===== config.mk =====
export PLATFORM = sky130hd
export DESIGN_NAME = ashi_core
export DESIGN_NICKNAME = d
export VERILOG_FILES = /design/src/core/ashi_pkg.sv /design/src/core/ashi_core.sv
export SDC_FILE = /design/constraint.sdc
export NUM_CORES = 1
export LEC_CHECK = 0
export BUFFER_PORTS_ARGS = -buffer_cell sky130_fd_sc_hd__buf_2
export CAP_MARGIN = 0
export CORE_MARGIN = 2
export CORE_UTILIZATION = 24
export CTS_CLUSTER_DIAMETER = 80
export CTS_CLUSTER_SIZE = 16
export DETAILED_ROUTE_END_ITERATION = 10
export MAX_ROUTING_LAYER = met4
export PLACE_DENSITY = 0.49
export SYNTH_ARGS = -nofsm -noshare
export SYNTH_HDL_FRONTEND = slang
export SYNTH_SLANG_ARGS = --single-unit
export TNS_END_PERCENT = 30

===== constraint.sdc =====
create_clock -name i_clk -period 5.21 [get_ports i_clk]
set_clock_uncertainty 0.2 [all_clocks]
set_input_delay 0.521 -clock i_clk [delete_from_list [all_inputs] [get_ports i_clk]]
set_output_delay 0.521 -clock i_clk [all_outputs]
set_load 0.1 [all_outputs]

===== src/core/ashi_pkg.sv =====
// Constants and types for the serial host interface
package ashi_pkg;
    localparam int CLK_MHZ = 40;
    localparam int ICLK_HALF_NS = 50;
    localparam int ICLK_HALF_CYC = (ICLK_HALF_NS * CLK_MHZ + 999) / 1000;
    localparam int WORD_W = 32;
    localparam logic [5:0] MIN_WR_CLKS = 6'h20;
    localparam logic [5:0] BITS_ONE = 6'h20;
    localparam logic [5:0] BITS_TWO = 6'h10;
    localparam logic [1:0] MODE_DEFAULT = 2'h0;
    localparam logic [1:0] PROT_LEGACY = 2'h0;
    localparam logic [1:0] CFG_DUAL = 2'h3;
    localparam logic [4:0] OP_RD_HWORD = 5'h19;
    localparam logic [4:0] OP_RD_BYTE = 5'h09;
    localparam int OP_MSB = 31;
    localparam int OP_LSB = 27;
    localparam int RES_LSB = 16;
    typedef enum logic [1:0] {RSP_CONV, RSP_HWORD, RSP_BYTE} ashi_rsp_t;
endpackage


===== src/core/ashi_core.sv =====
// Serial host interface: legacy and source-synchronous reads, command capture
// Behaviour
// - All flags on: result 31:16, address, range, supply, input alarm, parity, zeros.
// - Enabled flags pack contiguously below result; remaining low bits are zero.
// - Four clock modes set polarity and capture edge for writes.
// - After reset the low-idle rising-capture mode is used.
// - The chosen clock mode governs writes, and reads except when the internal oscillator drives the output clock.
// - First bit launches at select fall in modes 00/10 and in source-synchronous reads, first launch edge otherwise.
// - Output protocol 00 gives legacy reads; other values give source-synchronous reads.
// - In legacy modes the ready/clock pin stays low all frame.
// - Long frame with output control 00h passes input bits through, daisy-chain.
// - Two-line mode drives two bits per launch edge.
// - Same timing for one or two lines; two lines need half the clocks.
// - Source-synchronous modes drive an output clock aligned with the data.
// - Output clock comes from host clock or internal oscillator by select bit.
// - One or two lines are offered in every source-synchronous mode.
// - Frame F+1 carries register data after a read, else result with flags.
// - Configuration commands execute at the select rising edge ending the frame.
// - Flag order: address, range, supply alarm, input alarm, parity.
module ashi_core
    import ashi_pkg::*;
#(
    parameter int ICLK_HALF = ICLK_HALF_CYC
) (
    input wire logic i_clk,
    input wire logic i_sys_rst,
    input wire logic i_convert_chip_select_n,
    input wire logic i_sclk,
    input wire logic i_sdi,
    input wire logic [1:0] i_input_clock_mode_sel,
    input wire logic [1:0] i_output_protocol_sel,
    input wire logic [1:0] i_second_output_cfg,
    input wire logic i_sync_clock_source_sel,
    input wire logic i_include_dev_addr,
    input wire logic i_include_range,
    input wire logic i_include_supply_alarm,
    input wire logic i_include_input_alarm,
    input wire logic i_parity_append_en,
    input wire logic [15:0] i_conv_result,
    input wire logic [3:0] i_dev_addr,
    input wire logic [3:0] i_range,
    input wire logic [1:0] i_supply_alarm,
    input wire logic [1:0] i_input_alarm,
    input wire logic i_alarm_level,
    input wire logic [15:0] i_reg_rd_data,
    input wire logic i_cmd_ready,
    output logic o_serial_out_line0,
    output logic o_shared_alarm_out_pin,
    output logic o_ready_outclk_pin,
    output logic o_cmd_valid,
    output logic [31:0] o_cmd_word,
    output logic o_cmd_space
);
    typedef struct packed {
        logic [2:0] sclk_s;
        logic [2:0] cs_s;
        logic [1:0] sdi_s;
        logic [1:0] mode;
        logic src;
        logic int_clk;
        logic dual;
        logic daisy;
        logic [31:0] rx;
        logic [5:0] nclk;
        logic [31:0] tx;
        logic sdi_cap;
        logic first;
        logic line0;
        logic line1;
        logic ready_outclk_pin;
        ashi_rsp_t rsp;
        logic [7:0] div;
        logic [5:0] nbits;
        logic [1:0][31:0] mem;
        logic wp;
        logic rp;
        logic [1:0] cnt;
    } ashi_state_t;

    ashi_state_t r_reg;
    ashi_state_t r_next;

    // Packs result and enabled flags, first flag nearest the result
    function automatic logic [31:0] pack_word(
        input logic [15:0] res,
        input logic [4:0] inc,
        input logic [3:0] addr,
        input logic [3:0] rng,
        input logic [1:0] sup,
        input logic [1:0] inp
    );
        logic [31:0] t;
        int len;
        logic [1:0] par;
        t = 32'h0;
        len = 0;
        par = {^res, ^{addr, rng, sup, inp}};
        if (inc[4])
        begin
            t = {t[27:0], addr};
            len = len + 4;
        end
        if (inc[3])
        begin
            t = {t[27:0], rng};
            len = len + 4;
        end
        if (inc[2])
        begin
            t = {t[29:0], sup};
            len = len + 2;
        end
        if (inc[1])
        begin
            t = {t[29:0], inp};
            len = len + 2;
        end
        if (inc[0])
        begin
            t = {t[29:0], par};
            len = len + 2;
        end
        t = t << (16 - len);
        return {res, t[15:0]};
    endfunction

    logic cs_fall;
    logic cs_rise;
    logic in_frame;
    logic sclk_rise;
    logic sclk_fall;
    logic cap_edge;
    logic launch_edge;
    logic tick;
    logic launch;
    logic hold_first;
    logic push;
    logic pop;
    logic [31:0] word;
    logic [4:0] incl;

    assign incl = {i_include_dev_addr, i_include_range, i_include_supply_alarm,
                   i_include_input_alarm, i_parity_append_en};

    always_comb
    begin
        r_next = r_reg;
        r_next.sclk_s = {r_reg.sclk_s[1:0], i_sclk};
        r_next.cs_s = {r_reg.cs_s[1:0], i_convert_chip_select_n};
        r_next.sdi_s = {r_reg.sdi_s[0], i_sdi};
        cs_fall = r_reg.cs_s[2] & ~r_reg.cs_s[1];
        cs_rise = ~r_reg.cs_s[2] & r_reg.cs_s[1];
        in_frame = ~r_reg.cs_s[1] & ~cs_fall;
        sclk_rise = ~r_reg.sclk_s[2] & r_reg.sclk_s[1];
        sclk_fall = r_reg.sclk_s[2] & ~r_reg.sclk_s[1];
        // Modes 00 and 11 capture on rising, 01 and 10 on falling
        cap_edge = (r_reg.mode[1] == r_reg.mode[0]) ? sclk_rise : sclk_fall;
        launch_edge = (r_reg.mode[1] == r_reg.mode[0]) ? sclk_fall : sclk_rise;
        tick = 1'b0;
        if (in_frame && r_reg.src && r_reg.int_clk && r_reg.nbits != 6'h0)
        begin
            if (r_reg.div == 8'(ICLK_HALF - 1))
            begin
                tick = 1'b1;
                r_next.div = 8'h0;
                r_next.ready_outclk_pin = ~r_reg.ready_outclk_pin;
            end
            else
            begin
                r_next.div = r_reg.div + 8'h1;
            end
        end
        // Internal clock launches on its falling half so the host can sample on rising
        launch = in_frame & (r_reg.src && r_reg.int_clk ? (tick & r_reg.ready_outclk_pin) : launch_edge);
        hold_first = r_reg.first & r_reg.mode[0] & ~r_reg.src;
        if (in_frame && cap_edge)
        begin
            r_next.rx = {r_reg.rx[30:0], r_reg.sdi_s[1]};
            r_next.sdi_cap = r_reg.sdi_s[1];
            if (r_reg.nclk != 6'h3F)
            begin
                r_next.nclk = r_reg.nclk + 6'h1;
            end
        end
        if (launch)
        begin
            r_next.first = 1'b0;
            if (!hold_first)
            begin
                if (r_reg.dual)
                begin
                    r_next.tx = {r_reg.tx[29:0], 2'b00};
                end
                else
                begin
                    r_next.tx = {r_reg.tx[30:0], r_reg.daisy & r_reg.sdi_cap};
                end
            end
            if (r_reg.nbits != 6'h0)
            begin
                r_next.nbits = r_reg.nbits - 6'h1;
            end
        end
        // External source-synchronous clock echoes the host clock
        if (in_frame && r_reg.src && !r_reg.int_clk)
        begin
            r_next.ready_outclk_pin = r_reg.sclk_s[1];
        end
        case (r_reg.rsp)
            RSP_HWORD: word = {i_reg_rd_data, 16'h0};
            RSP_BYTE: word = {i_reg_rd_data[7:0], 24'h0};
            default: word = pack_word(i_conv_result, incl, i_dev_addr, i_range,
                                      i_supply_alarm, i_input_alarm);
        endcase
        if (cs_fall)
        begin
            r_next.mode = i_input_clock_mode_sel;
            r_next.src = i_output_protocol_sel != PROT_LEGACY;
            r_next.int_clk = i_sync_clock_source_sel;
            r_next.dual = i_second_output_cfg == CFG_DUAL;
            r_next.daisy = i_output_protocol_sel == PROT_LEGACY && i_second_output_cfg != CFG_DUAL;
            r_next.tx = word;
            r_next.first = 1'b1;
            r_next.nclk = 6'h0;
            r_next.nbits = (i_second_output_cfg == CFG_DUAL) ? BITS_TWO : BITS_ONE;
            r_next.div = 8'h0;
            r_next.ready_outclk_pin = 1'b0;
        end
        push = 1'b0;
        if (cs_rise)
        begin
            r_next.ready_outclk_pin = 1'b0;
            r_next.rsp = RSP_CONV;
            // Short frames carry no command and are simply dropped
            if (r_reg.nclk >= MIN_WR_CLKS)
            begin
                push = r_reg.cnt != 2'h2;
                if (r_reg.rx[OP_MSB:OP_LSB] == OP_RD_HWORD)
                begin
                    r_next.rsp = RSP_HWORD;
                end
                else if (r_reg.rx[OP_MSB:OP_LSB] == OP_RD_BYTE)
                begin
                    r_next.rsp = RSP_BYTE;
                end
            end
        end
        if (!r_next.src)
        begin
            r_next.ready_outclk_pin = 1'b0;
        end
        pop = r_reg.cnt != 2'h0 && i_cmd_ready;
        if (push)
        begin
            r_next.mem[r_reg.wp] = r_reg.rx;
            r_next.wp = ~r_reg.wp;
        end
        if (pop)
        begin
            r_next.rp = ~r_reg.rp;
        end
        r_next.cnt = r_reg.cnt + 2'(push) - 2'(pop);
        r_next.line0 = (r_next.first & r_next.mode[0] & ~r_next.src) ? 1'b0 : r_next.tx[31];
        r_next.line1 = (r_next.first & r_next.mode[0] & ~r_next.src) ? 1'b0 : r_next.tx[30];
    end

    always_ff @(posedge i_clk)
    begin
        if (i_sys_rst)
        begin
            r_reg <= '0;
            r_reg.cs_s <= 3'h7;
            r_reg.mode <= MODE_DEFAULT;
        end
        else
        begin
            r_reg <= r_next;
        end
    end

    assign o_serial_out_line0 = r_reg.line0;
    assign o_shared_alarm_out_pin = r_reg.dual ? r_reg.line1 : i_alarm_level;
    assign o_ready_outclk_pin = r_reg.ready_outclk_pin;
    assign o_cmd_valid = r_reg.cnt != 2'h0;
    assign o_cmd_word = r_reg.mem[r_reg.rp];
    // Serial source cannot stall; a full buffer drops the frame's command
    assign o_cmd_space = r_reg.cnt != 2'h2;

    a_rvs_legacy_low: assert property (@(posedge i_clk) disable iff (i_sys_rst)
        !r_reg.src |-> !o_ready_outclk_pin) else $error("clock pin active in legacy mode");
    a_mode_after_rst: assert property (@(posedge i_clk)
        i_sys_rst |=> r_reg.mode == MODE_DEFAULT) else $error("mode not default after reset");
    a_mode_at_fall: assert property (@(posedge i_clk) disable iff (i_sys_rst)
        cs_fall |=> r_reg.mode == $past(i_input_clock_mode_sel)) else $error("mode not latched");
    a_cmd_long_frame: assert property (@(posedge i_clk) disable iff (i_sys_rst)
        cs_rise && r_reg.nclk >= MIN_WR_CLKS && r_reg.cnt == 2'h0 |=> o_cmd_valid
        && o_cmd_word == $past(r_reg.rx)) else $error("command not taken at frame end");
    a_cmd_short_frame: assert property (@(posedge i_clk) disable iff (i_sys_rst)
        cs_rise && r_reg.nclk < MIN_WR_CLKS && r_reg.cnt == 2'h0 |=> !o_cmd_valid)
        else $error("short frame produced a command");
    a_first_bit_fall: assert property (@(posedge i_clk) disable iff (i_sys_rst)
        cs_fall && !i_input_clock_mode_sel[0] |=> o_serial_out_line0 == r_reg.tx[31])
        else $error("msb not launched at select fall");
    a_full_flags: assert property (@(posedge i_clk) disable iff (i_sys_rst)
        cs_fall && r_reg.rsp == RSP_CONV && &incl |=> r_reg.tx[31:2] == $past({i_conv_result,
        i_dev_addr, i_range, i_supply_alarm, i_input_alarm, ^i_conv_result,
        ^{i_dev_addr, i_range, i_supply_alarm, i_input_alarm}}) && r_reg.tx[1:0] == 2'b00)
        else $error("full flag layout wrong");
    a_dual_two_bits: assert property (@(posedge i_clk) disable iff (i_sys_rst)
        launch && r_reg.dual && !hold_first && !cs_rise |=> r_reg.tx[31:2] == $past(r_reg.tx[29:0]))
        else $error("two-line shift wrong");
    a_shared_pin: assert property (@(posedge i_clk) disable iff (i_sys_rst)
        cs_fall && i_second_output_cfg == CFG_DUAL && (!i_input_clock_mode_sel[0]
        || i_output_protocol_sel != PROT_LEGACY) |=> o_shared_alarm_out_pin == r_reg.tx[30])
        else $error("shared pin not line 1");
endmodule


Word level (Yosys, flattened, before mapping)
Cells that the tools add are included.
{ "totals": {"register_bits": 173, "out_inout_bits": 37, "elab_cells": 150} }
{ "op_classes": {"add_sub_neg": 10, "magnitude_cmp": 4, "eq_ne": 11, "n_shift": 1, "n_mux": 48, "n_bitwise": 22, "reduce_logical": 28} }
{ "ops": {"columns": ["cell", "n"], "rows": [
  ["$mux W32", 21],
  ["$add A32 B3 Y32 const B", 3],
  ["$bwmux W64", 1],
  ["$pmux W32 S2", 1],
  ["$add A32 B4 Y32 const B", 1],
  ["$demux W32 S1", 1],
  ["$shl A32 B32 Y16", 1],
  ["$sub A6 B32 Y32 const A", 1],
  ["$mux W6", 4],
  ["$reduce_xor A16 Y1", 1],
  ["$mux W1", 13],
  ["$and A1 B1 Y1", 12],
  ["$reduce_bool A2 Y1", 6],
  ["$reduce_xor A12 Y1", 1],
  ["$not A1 Y1", 10],
  ["$logic_and A1 B1 Y1", 9],
  ["$add A8 B1 Y8 const B", 1],
  ["$eq A8 B1 Y1 const B", 1],
  ["$mux W8", 1],
  ["$reduce_and A2 Y1", 4],
  ["$add A6 B1 Y6 const B", 1],
  ["$ge A6 B6 Y1 const B", 1],
  ["$mux W2", 3],
  ["$ne A2 B2 Y1 const B", 3],
  ["19 further kinds", 23]
]} }

Logic depth before layout (Yosys ltp)
Gate-level depths: netlist of run 1.
{ "logic_depth": {"ltp_word": 19, "depth_mapped": 18, "ltp_nobuf": 15} }

Worst setup path after synthesis of run 1
Ideal clock, no wire load.
{ "synth_timing": {"path_type": "input -> register", "start": "in i_include_range", "end": "reg r_reg[100] in the netlist's numbering", "setup_ns": 0.074, "t_arrival_ns": 3.873, "path_slack_ns": 1.063, "stages": 15, "path_buffers": 2, "path_cell_list": "clkbuf_1 -> clkbuf_1 -> inv_1 -> fa_1 -> mux2i_1 -> ha_1 -> nand2b_1 -> o21ai_0 -> ha_1 -> a21o_1 -> ha_1 -> nor3b_2 -> nand4b_1 -> or4_1 -> a31oi_1"} }
{ "synth_via": {"elab_chain_len": 15, "elab_cells_between_ends": 20} }
{ "synth_rtl": {"columns": ["item", "line", "rtl"], "rows": [
  ["start: declaration", "ashi_core.sv:35", "input wire logic i_include_range,"],
  ["$mux W32", "ashi_core.sv:103", "if (inc[3])"],
  ["$mux W32", "ashi_core.sv:209", "case (r_reg.rsp)"],
  ["$add A32 B3 Y32", "ashi_core.sv:111", "len = len + 2;"],
  ["$mux W32", "ashi_core.sv:108", "if (inc[2])"],
  ["$mux W32", "ashi_core.sv:209", null],
  ["$add A32 B3 Y32", "ashi_core.sv:116", "len = len + 2;"],
  ["$mux W32", "ashi_core.sv:113", "if (inc[1])"],
  ["$mux W32", "ashi_core.sv:209", null],
  ["$add A32 B3 Y32", "ashi_core.sv:121", "len = len + 2;"],
  ["$mux W32", "ashi_core.sv:118", "if (inc[0])"],
  ["$mux W32", "ashi_core.sv:209", null],
  ["$sub A6 B32 Y32", "ashi_core.sv:123", "t = t << (16 - len);"],
  ["$shl A32 B32 Y16 (*)", "ashi_core.sv:123", null],
  ["$pmux W32 S2 (*)", "ashi_core.sv:209", null],
  ["$mux W32 (*)", "ashi_core.sv:215", "if (cs_fall)"],
  ["end signal: assignment", "ashi_core.sv:277", "r_reg <= r_next;"],
  ["end: declaration", "ashi_core.sv:80", "ashi_state_t r_reg;"]
]} }
Mark *: on every way between the ends. The rest lies on a longest branch, timed or not. The select of a mux whose other input is x is not followed.
A chain may end at the register's enable or synchronous reset.

Worst setup path after layout of run 1
{ "layout_timing": {"start": "in i_include_range", "end": "reg r_reg[92] in the netlist's numbering"} }
Same word-level chain as after synthesis.

==> results of run 1 <==
[through the flow]
stage	cell area (um^2)	util	setup WS, ps	hold WS [ps]
finish	10400	0.285	1280	96.6
floorplan	8890	-	1060	189
global placement	9770	0.267	912	195
CTS	10400	0.285	1340	90.0
detailed placement	9770	0.267	906	198
global route	10400	0.285	1090	97.2
[per-layer routing]
| metal | up-vias | routed length, um | GRT usage |
|---|---|---|---|
| met1 | 3594 | 12300 | 0.182 |
| met4 | 0 | 300 | 0.0337 |
| met3 | 18 | 854 | 0.0192 |
| li1 | 3909 | - | - |
| met5 | - | 0 | - |
| met2 | 153 | 10400 | 0.190 |
[power groups by stage]
| stage | combinational, uW | clock [uW] | sequential, uW |
|---|---|---|---|
| finish | 538 | 1340 | 1370 |
| global route | 584 | 1440 | 1370 |
| CTS | 542 | 1380 | 1370 |
| detailed placement | 540 | 0 | 1400 |
| global placement | 540 | 0 | 1400 |
| floorplan | 410 | 0 | 1380 |
[synth_stat cells, drive strengths merged, types with 10 or more instances]
| library cell | instances |
|---|---|
| xor2 | 14 |
| ha | 14 |
| dfxtp | 172 |
| buf | 12 |
| a21oi | 128 |
| clkbuf | 66 |
| a31oi | 10 |
| inv | 22 |
| nand3 | 24 |
| nor2 | 127 |
| mux2i | 67 |
| nand2b | 11 |
| nor3 | 11 |
| a22oi | 11 |
| o21ai | 18 |
| nand2 | 185 |
| o22ai | 18 |
| mux2 | 35 |
| nor2b | 13 |
| xnor2 | 34 |
[area by class of cell]
cell class	count	area, um^2	share of cell area
inverter	23	86.3	0.00829
sequential	172	3440	0.331
tap	468	586	0.0562
multi-input combinational	825	5070	0.487
clock inverter	15	220	0.0211
timing repair buffer	110	581	0.0557
clock buffer	17	425	0.0409
[final timing paths]
kind	start	to	slack, ps	cells after the start
worst max-delay path	i_include_range	r_reg[92]	1280	15
worst min-delay path	i_sdi	r_next[166]	100	2
worst max register to register	r_reg[74]	r_reg[97]	1880	10
worst min register to register	r_next[168]	r_next[169]	210	1
[logic make-up after synthesis]
| family | Yosys count | share of synthesized area |
|---|---|---|
| xor gates and xnor gates | 50 | 0.0523 |
| DFF | 172 | 0.387 |
| and+or+nand+nor | 417 | 0.208 |
| AOI/OAI and AO/OA | 241 | 0.167 |
| buffers and inverters | 101 | 0.0439 |
| muxes | 102 | 0.120 |
| adders and majority gates | 15 | 0.0219 |
==> impl_results.rst, run 1 <==
.. list-table::
   :header-rows: 1

   * - Metric
     - Value
   * - Result of the run
     - finished, final reports clean
   * - Port bufs
     - 99
   * - Floorplan die area
     - 0.0386 mm^2
   * - 1st-iter DRT viols
     - between 500 and 600
   * - Die height
     - between 150 and 200 um
   * - Total of endpoints with negative setup slack in the final report
     - 0
   * - Final hold violation count
     - 0
   * - Gate count of the mapped netlist
     - between 1000 and 1500
   * - Clock tree sinks
     - ~170
   * - Cell accounting for the most synthesized area
     - dfxtp_1
   * - Final weighted congestion of routability-driven global placement
     - 0.805
   * - Core outline area
     - between 0.03 and 0.04 mm^2
   * - Largest register FFs
     - 165
   * - EDFF count, synth
     - 0
   * - Number of fill cells
     - 3889
   * - Number of antenna violations at the first check in global routing
     - 0
   * - Synth Warn #
     - 0
   * - Most used cells in the layout excluding fill and tap cells
     - 184 x nand2_1, 171 x dfxtp_1, 128 x a21oi_1
   * - Worst vdd ir
     - 0.000184 V
   * - Rel. slew slack
     - 0.263
   * - Maximum number of pins on one net before global-route repair
     - roughly 100
   * - Final instance count without filler cells
     - 1630
   * - Number of top-level design ports
     - 100
   * - Total detailed-routing wirelength
     - ~24000 um
   * - Register bit total from synthesis
     - 172
   * - WL per Instance
     - 14.6 um
   * - Synthesized area
     - 0.00889 mm^2
   * - Remaining global-route overflow
     - 0
   * - Insertion delay to the later sink of the worst-skew pair
     - 430 ps
   * - Cell repeated most along the worst path
     - ha_1
   * - Post-CTS setup-driven buffer insertion count
     - 0
   * - Internal Power
     - 2240 uW
   * - Min-Delay Path Class
     - primary input to register
   * - Share of total power consumed by net switching
     - 0.308
   * - Element type at the critical path start
     - primary input
   * - Final critical-path share of the clock period
     - 0.754
   * - Via count of the first global-routing pass
     - between 7000 and 8000
   * - Critical-path cell with the highest stage delay
     - fa_1
   * - Dominant delay contributor by cell family on the critical path
     - adder cells
   * - Total count of max-transition violations in the final report
     - 0
   * - Ys async rst share
     - 0
   * - Clock slew at the register clock pins of the worst setup and hold paths
     - 80 ps
   * - Maximum number of buffers from clock root to sink
     - 2
   * - Overall routing resource usage
     - 0.128
   * - Required time worst endpoint
     - 5360 ps
   * - Depth of the CTS H-tree
     - 4
   * - Post-synthesis to final-layout area growth
     - 17.1%
   * - Mapped Nets
     - 1176
   * - Post-route antenna net violation count
     - 0
   * - Rows
     - 70
   * - Number of distinct library cell variants in the gate-level netlist after synthesis
     - 72
   * - Clock share of power
     - 0.413
   * - WS Path Type
     - primary input to register
   * - Crit path cell chain
     - buf_2 > inv_1 > fa_1 > mux2i_1 > ha_1 > nand2b_1 > o21ai_0 > ha_1 > xnor3_1 > buf_4 > nand3_1 > nor2_1 > nand2_1 > or3_1 > a21oi_1
   * - Total iterations of the first detailed-routing run
     - 7
   * - DPL Wire Length
     - 16200 um
   * - Number of nets in the finished design
     - 1227
   * - Total clock buffers created by CTS
     - 17
   * - Syn avg cell area
     - 8.10 um^2
   * - Final total negative setup slack
     - 0 ps
   * - Count of unresolved DRC violations after routing
     - 0
   * - Max incr delay on CP
     - ~570 ps
   * - Layout cell share with drive strength beyond 1
     - 0.169
   * - Area fraction of the dominant cell type after synthesis
     - 0.387
   * - Pwr Density
     - 311 mW/mm^2
   * - Setup repair after global routing missed its margin
     - false
   * - Starting density of the core
     - 0.244
   * - Number of gates resized after CTS
     - 0
   * - Synth Flop Type
     - dfxtp_1
   * - Number of max-capacitance violations reported
     - 0
   * - Via/cell ratio
     - about 4.7
   * - Reported net switching power
     - ~1000 uW
   * - Worst Max-Slew Pin Slew
     - 1110 ps
   * - Nature of the critical path endpoint
     - register
   * - Most common library cell in the layout ignoring fill and taps
     - nand2_1
   * - Register area share after synthesis
     - 0.387
   * - Detailed-route via count
     - 7674
   * - Synth area leaders
     - dfxtp_1 39%, nand2_1 7.8%, mux2i_1 7.5%
   * - Global-route wire length before repair
     - between 30000 and 40000 um
   * - Antenna diode count
     - 0
   * - Pwr Total
     - 3240 uW
   * - LEAKAGE
     - approximately 0.004 uW
   * - Critical path buffers and inverters
     - 3
   * - Placed insts
     - 1598
   * - Share of total power in sequential cells
     - 0.421
   * - Min Clock Period, post-route
     - between 3000 and 4000 ps
   * - FMAX
     - 254 MHz
   * - Critical-path maximum fanout
     - 19
   * - Crit path DAT
     - 4080 ps
   * - Hold-fix buffers at CTS
     - 0
   * - Relative contribution of combinational cells to total power
     - 0.166
   * - CTS root buf
     - clkbuf_16
   * - Die width
     - roughly 200 um
   * - Clock tree from TritonCTS
     - done
(Power assumes the default switching activity.)
==> run 2, diff against run 1 <==
--- a/config.mk
+++ b/config.mk
@@ -13,7 +13,7 @@
 export CTS_CLUSTER_SIZE = 16
 export DETAILED_ROUTE_END_ITERATION = 10
 export MAX_ROUTING_LAYER = met4
-export PLACE_DENSITY = 0.49
+export PLACE_DENSITY = 0.51
 export SYNTH_ARGS = -nofsm -noshare
 export SYNTH_HDL_FRONTEND = slang
 export SYNTH_SLANG_ARGS = --single-unit
==> constraint.sdc (replaced) <==
create_clock -name i_clk -period 3.5 [get_ports i_clk]
set_clock_uncertainty 0.2 [all_clocks]
set_input_delay 0.35 -clock i_clk [delete_from_list [all_inputs] [get_ports i_clk]]
set_output_delay 0.35 -clock i_clk [all_outputs]
set_load 0.1 [all_outputs]
==> impl_results.rst, run 2 (synthesis gave the netlist of run 1 again) <==
.. list-table::
   :header-rows: 1

   * - Metric
     - Value
   * - Number of max-capacitance violations reported
     - 0 (unchanged)
   * - Sequential cell area
     - 0.00344 mm^2 (unchanged)
   * - Total iterations of the first detailed-routing run
     - 5 (-2)
   * - Rel. slew slack
     - 0.325 (+0.0624)
   * - Post-synthesis to final-layout area growth
     - 19.8%
   * - Area taken by multi-input logic gates
     - 0.00507 mm^2 (about the same)
   * - 1st-iter DRT viols
     - 530 (+1.1%)
   * - Most common library cell in the layout ignoring fill and taps
     - nand2_1
   * - Remaining global-route overflow
     - 0 (unchanged)
   * - FMAX
     - 316 MHz
   * - Post-CTS setup-driven buffer insertion count
     - 0 (unchanged)
   * - Total of endpoints with negative setup slack in the final report
     - 0 (unchanged)
   * - Dominant delay contributor by cell family on the critical path
     - simple AND/OR/NAND/NOR gates
   * - CTS root buf
     - clkbuf_16
   * - Worst Max-Slew Pin Slew
     - 1010 ps (-97.3 ps)
   * - Critical-path maximum fanout
     - 8 (-11)
   * - Max incr delay on CP
     - 500 ps (-70 ps)
   * - Final hold violation count
     - 0 (unchanged)
   * - Insertion delay to the later sink of the worst-skew pair
     - 430 ps (about the same)
   * - Worst vdd ir
     - 0.000280 V (+52%)
   * - Critical-path cell with the highest stage delay
     - fa_1
   * - Number of gates resized after CTS
     - 0 (unchanged)
   * - DPL Wire Length
     - 17000 um (+5.0%)
   * - Slack of the worst reg-to-reg path
     - 510 ps (-1370 ps)
   * - Hold-fix buffers at CTS
     - 6 (+6)
   * - Rows
     - 70 (unchanged)
   * - Antenna diode count
     - 0 (unchanged)
   * - Most used cells in the layout excluding fill and tap cells
     - 184 x nand2_1, 171 x dfxtp_1, 128 x a21oi_1
   * - Min Clock Period, post-route
     - 3160 ps
   * - Final weighted congestion of routability-driven global placement
     - 0.820 (+1.9%)
   * - Die width
     - 197 um (unchanged)
   * - Maximum number of pins on one net before global-route repair
     - 121 (+23%)
   * - Starting density of the core
     - 0.244 (unchanged)
   * - Final setup slack of the worst path
     - 338 ps (-942 ps)
   * - Required time worst endpoint
     - 3660 ps (-1700 ps)
   * - Setup WS pre-CTS
     - -100 ps (-1010 ps)
   * - Maximum number of buffers from clock root to sink
     - 2 (unchanged)
   * - Largest register FFs
     - 165 (unchanged)
   * - Number of fill cells
     - 3915 (+0.67%)
   * - Final critical-path share of the clock period
     - 0.903
   * - Crit path cell chain
     - buf_2 > inv_1 > fa_1 > mux2i_1 > ha_1 > nand2_1 > or4_1 > ha_1 > nor3b_2 > buf_4 > nand2_1 > or3_1 > a21oi_1
   * - Die height
     - 197 um (unchanged)
   * - Clock tree sinks
     - 172 (unchanged)
   * - Result of the run
     - finished, final reports clean
   * - Number of antenna violations at the first check in global routing
     - 0 (unchanged)
   * - Final total negative setup slack
     - 0 ps (unchanged)
   * - Core outline area
     - 0.0365 mm^2 (unchanged)
   * - Detailed-route via count
     - 7820 (+1.9%)
   * - Floorplan die area
     - 0.0386 mm^2 (unchanged)
   * - Setup repair after global routing missed its margin
     - false
   * - Pwr Density
     - 447 mW/mm^2 (+44%)
   * - Via count of the first global-routing pass
     - 7418 (+2.2%)
   * - Crit path DAT
     - 3320 ps (-760 ps)
   * - Count of unresolved DRC violations after routing
     - 0 (unchanged)
   * - LEAKAGE
     - 0.00409 uW (+3.4%)
   * - Number of nets in the finished design
     - 1260 (+2.7%)
   * - WL per Instance
     - 14.6 um (-0.15%)
   * - Overall routing resource usage
     - 0.133 (+0.00414)
   * - Min-Delay Path Class
     - primary input to register
   * - Pwr Total
     - 4760 uW (+47%)
   * - Via/cell ratio
     - 4.70 (-0.12%)
   * - Port bufs
     - 99 (unchanged)
   * - Depth of the CTS H-tree
     - 4 (unchanged)
   * - Element type at the critical path start
     - primary input
   * - WS Path Type
     - primary input to register
   * - Post-route antenna net violation count
     - 0 (unchanged)
   * - Critical path buffers and inverters
     - 3 (unchanged)
   * - Total detailed-routing wirelength
     - 24300 um (+1.9%)
   * - Total clock buffers created by CTS
     - 17 (unchanged)
   * - Clock slew at the register clock pins of the worst setup and hold paths
     - 80 ps (about the same)
   * - Layout cell share with drive strength beyond 1
     - 0.189 (+0.0204)
   * - Nature of the critical path endpoint
     - register
   * - Total count of max-transition violations in the final report
     - 0 (unchanged)
   * - Clock tree from TritonCTS
     - done
   * - Global-route wire length before repair
     - 39900 um (+2.5%)
   * - Number of top-level design ports
     - 100 (unchanged)
[run 2: cell count changes in the layout (fill, tap and decap cells not counted), moves of 2 or more]
cell | previous run | this run
dlygate4sd3_1 | 0 | 6
inv_6 | 2 | 4
buf_4 | 12 | 36
clkinvlp_4 | 0 | 2
clkinv_8 | 7 | 3
buf_12 | 0 | 3
[run 2: area by class of cell]
cell class	instances	share of cell area
Multi-Input combinational cell	825	0.476
Sequential cell	172	0.323
Timing Repair Buffer	143	0.0827
Tap cell	468	0.0549
Clock buffer	18	0.0412
Clock inverter	14	0.0141
Inverter	23	0.00810
[run 2: worst paths after layout]
kind                                         start           to  cells past startpoint
worst max register to register           r_reg[74]    r_reg[96]                      8
worst min-delay path                     i_sys_rst    r_reg[73]                      2
worst max-delay path            i_include_dev_addr    r_reg[92]                     13
worst min register to register         r_next[168]  r_next[169]                      1
[run 2: stage by stage]
step	std cells	instance area, um^2	hold WS (ps)	util
after CTS	1663	10700	104	0.292
after global placement	1625	10000	210	0.274
after floorplan	1098	8930	189	-
after detailed placement	1625	10000	226	0.274
after global routing	1663	10700	113	0.292
final	1663	10700	126	0.292
[run 2: where the power goes]
group / switching [uW] / leakage (uW) / internal, uW
registers: 42.1 / 0.00139 / 1990
clock network: 911 / 0.000282 / 972
logic: 519 / 0.00242 / 326
[run 2: layer usage]
metal,GRT usage,up-vias,routed length [um]
met3,0.0209,10,851
met1,0.179,3685,12200
li1,-,3974,-
met5,-,-,0
met2,0.210,151,11100
met4,0.0261,0,152
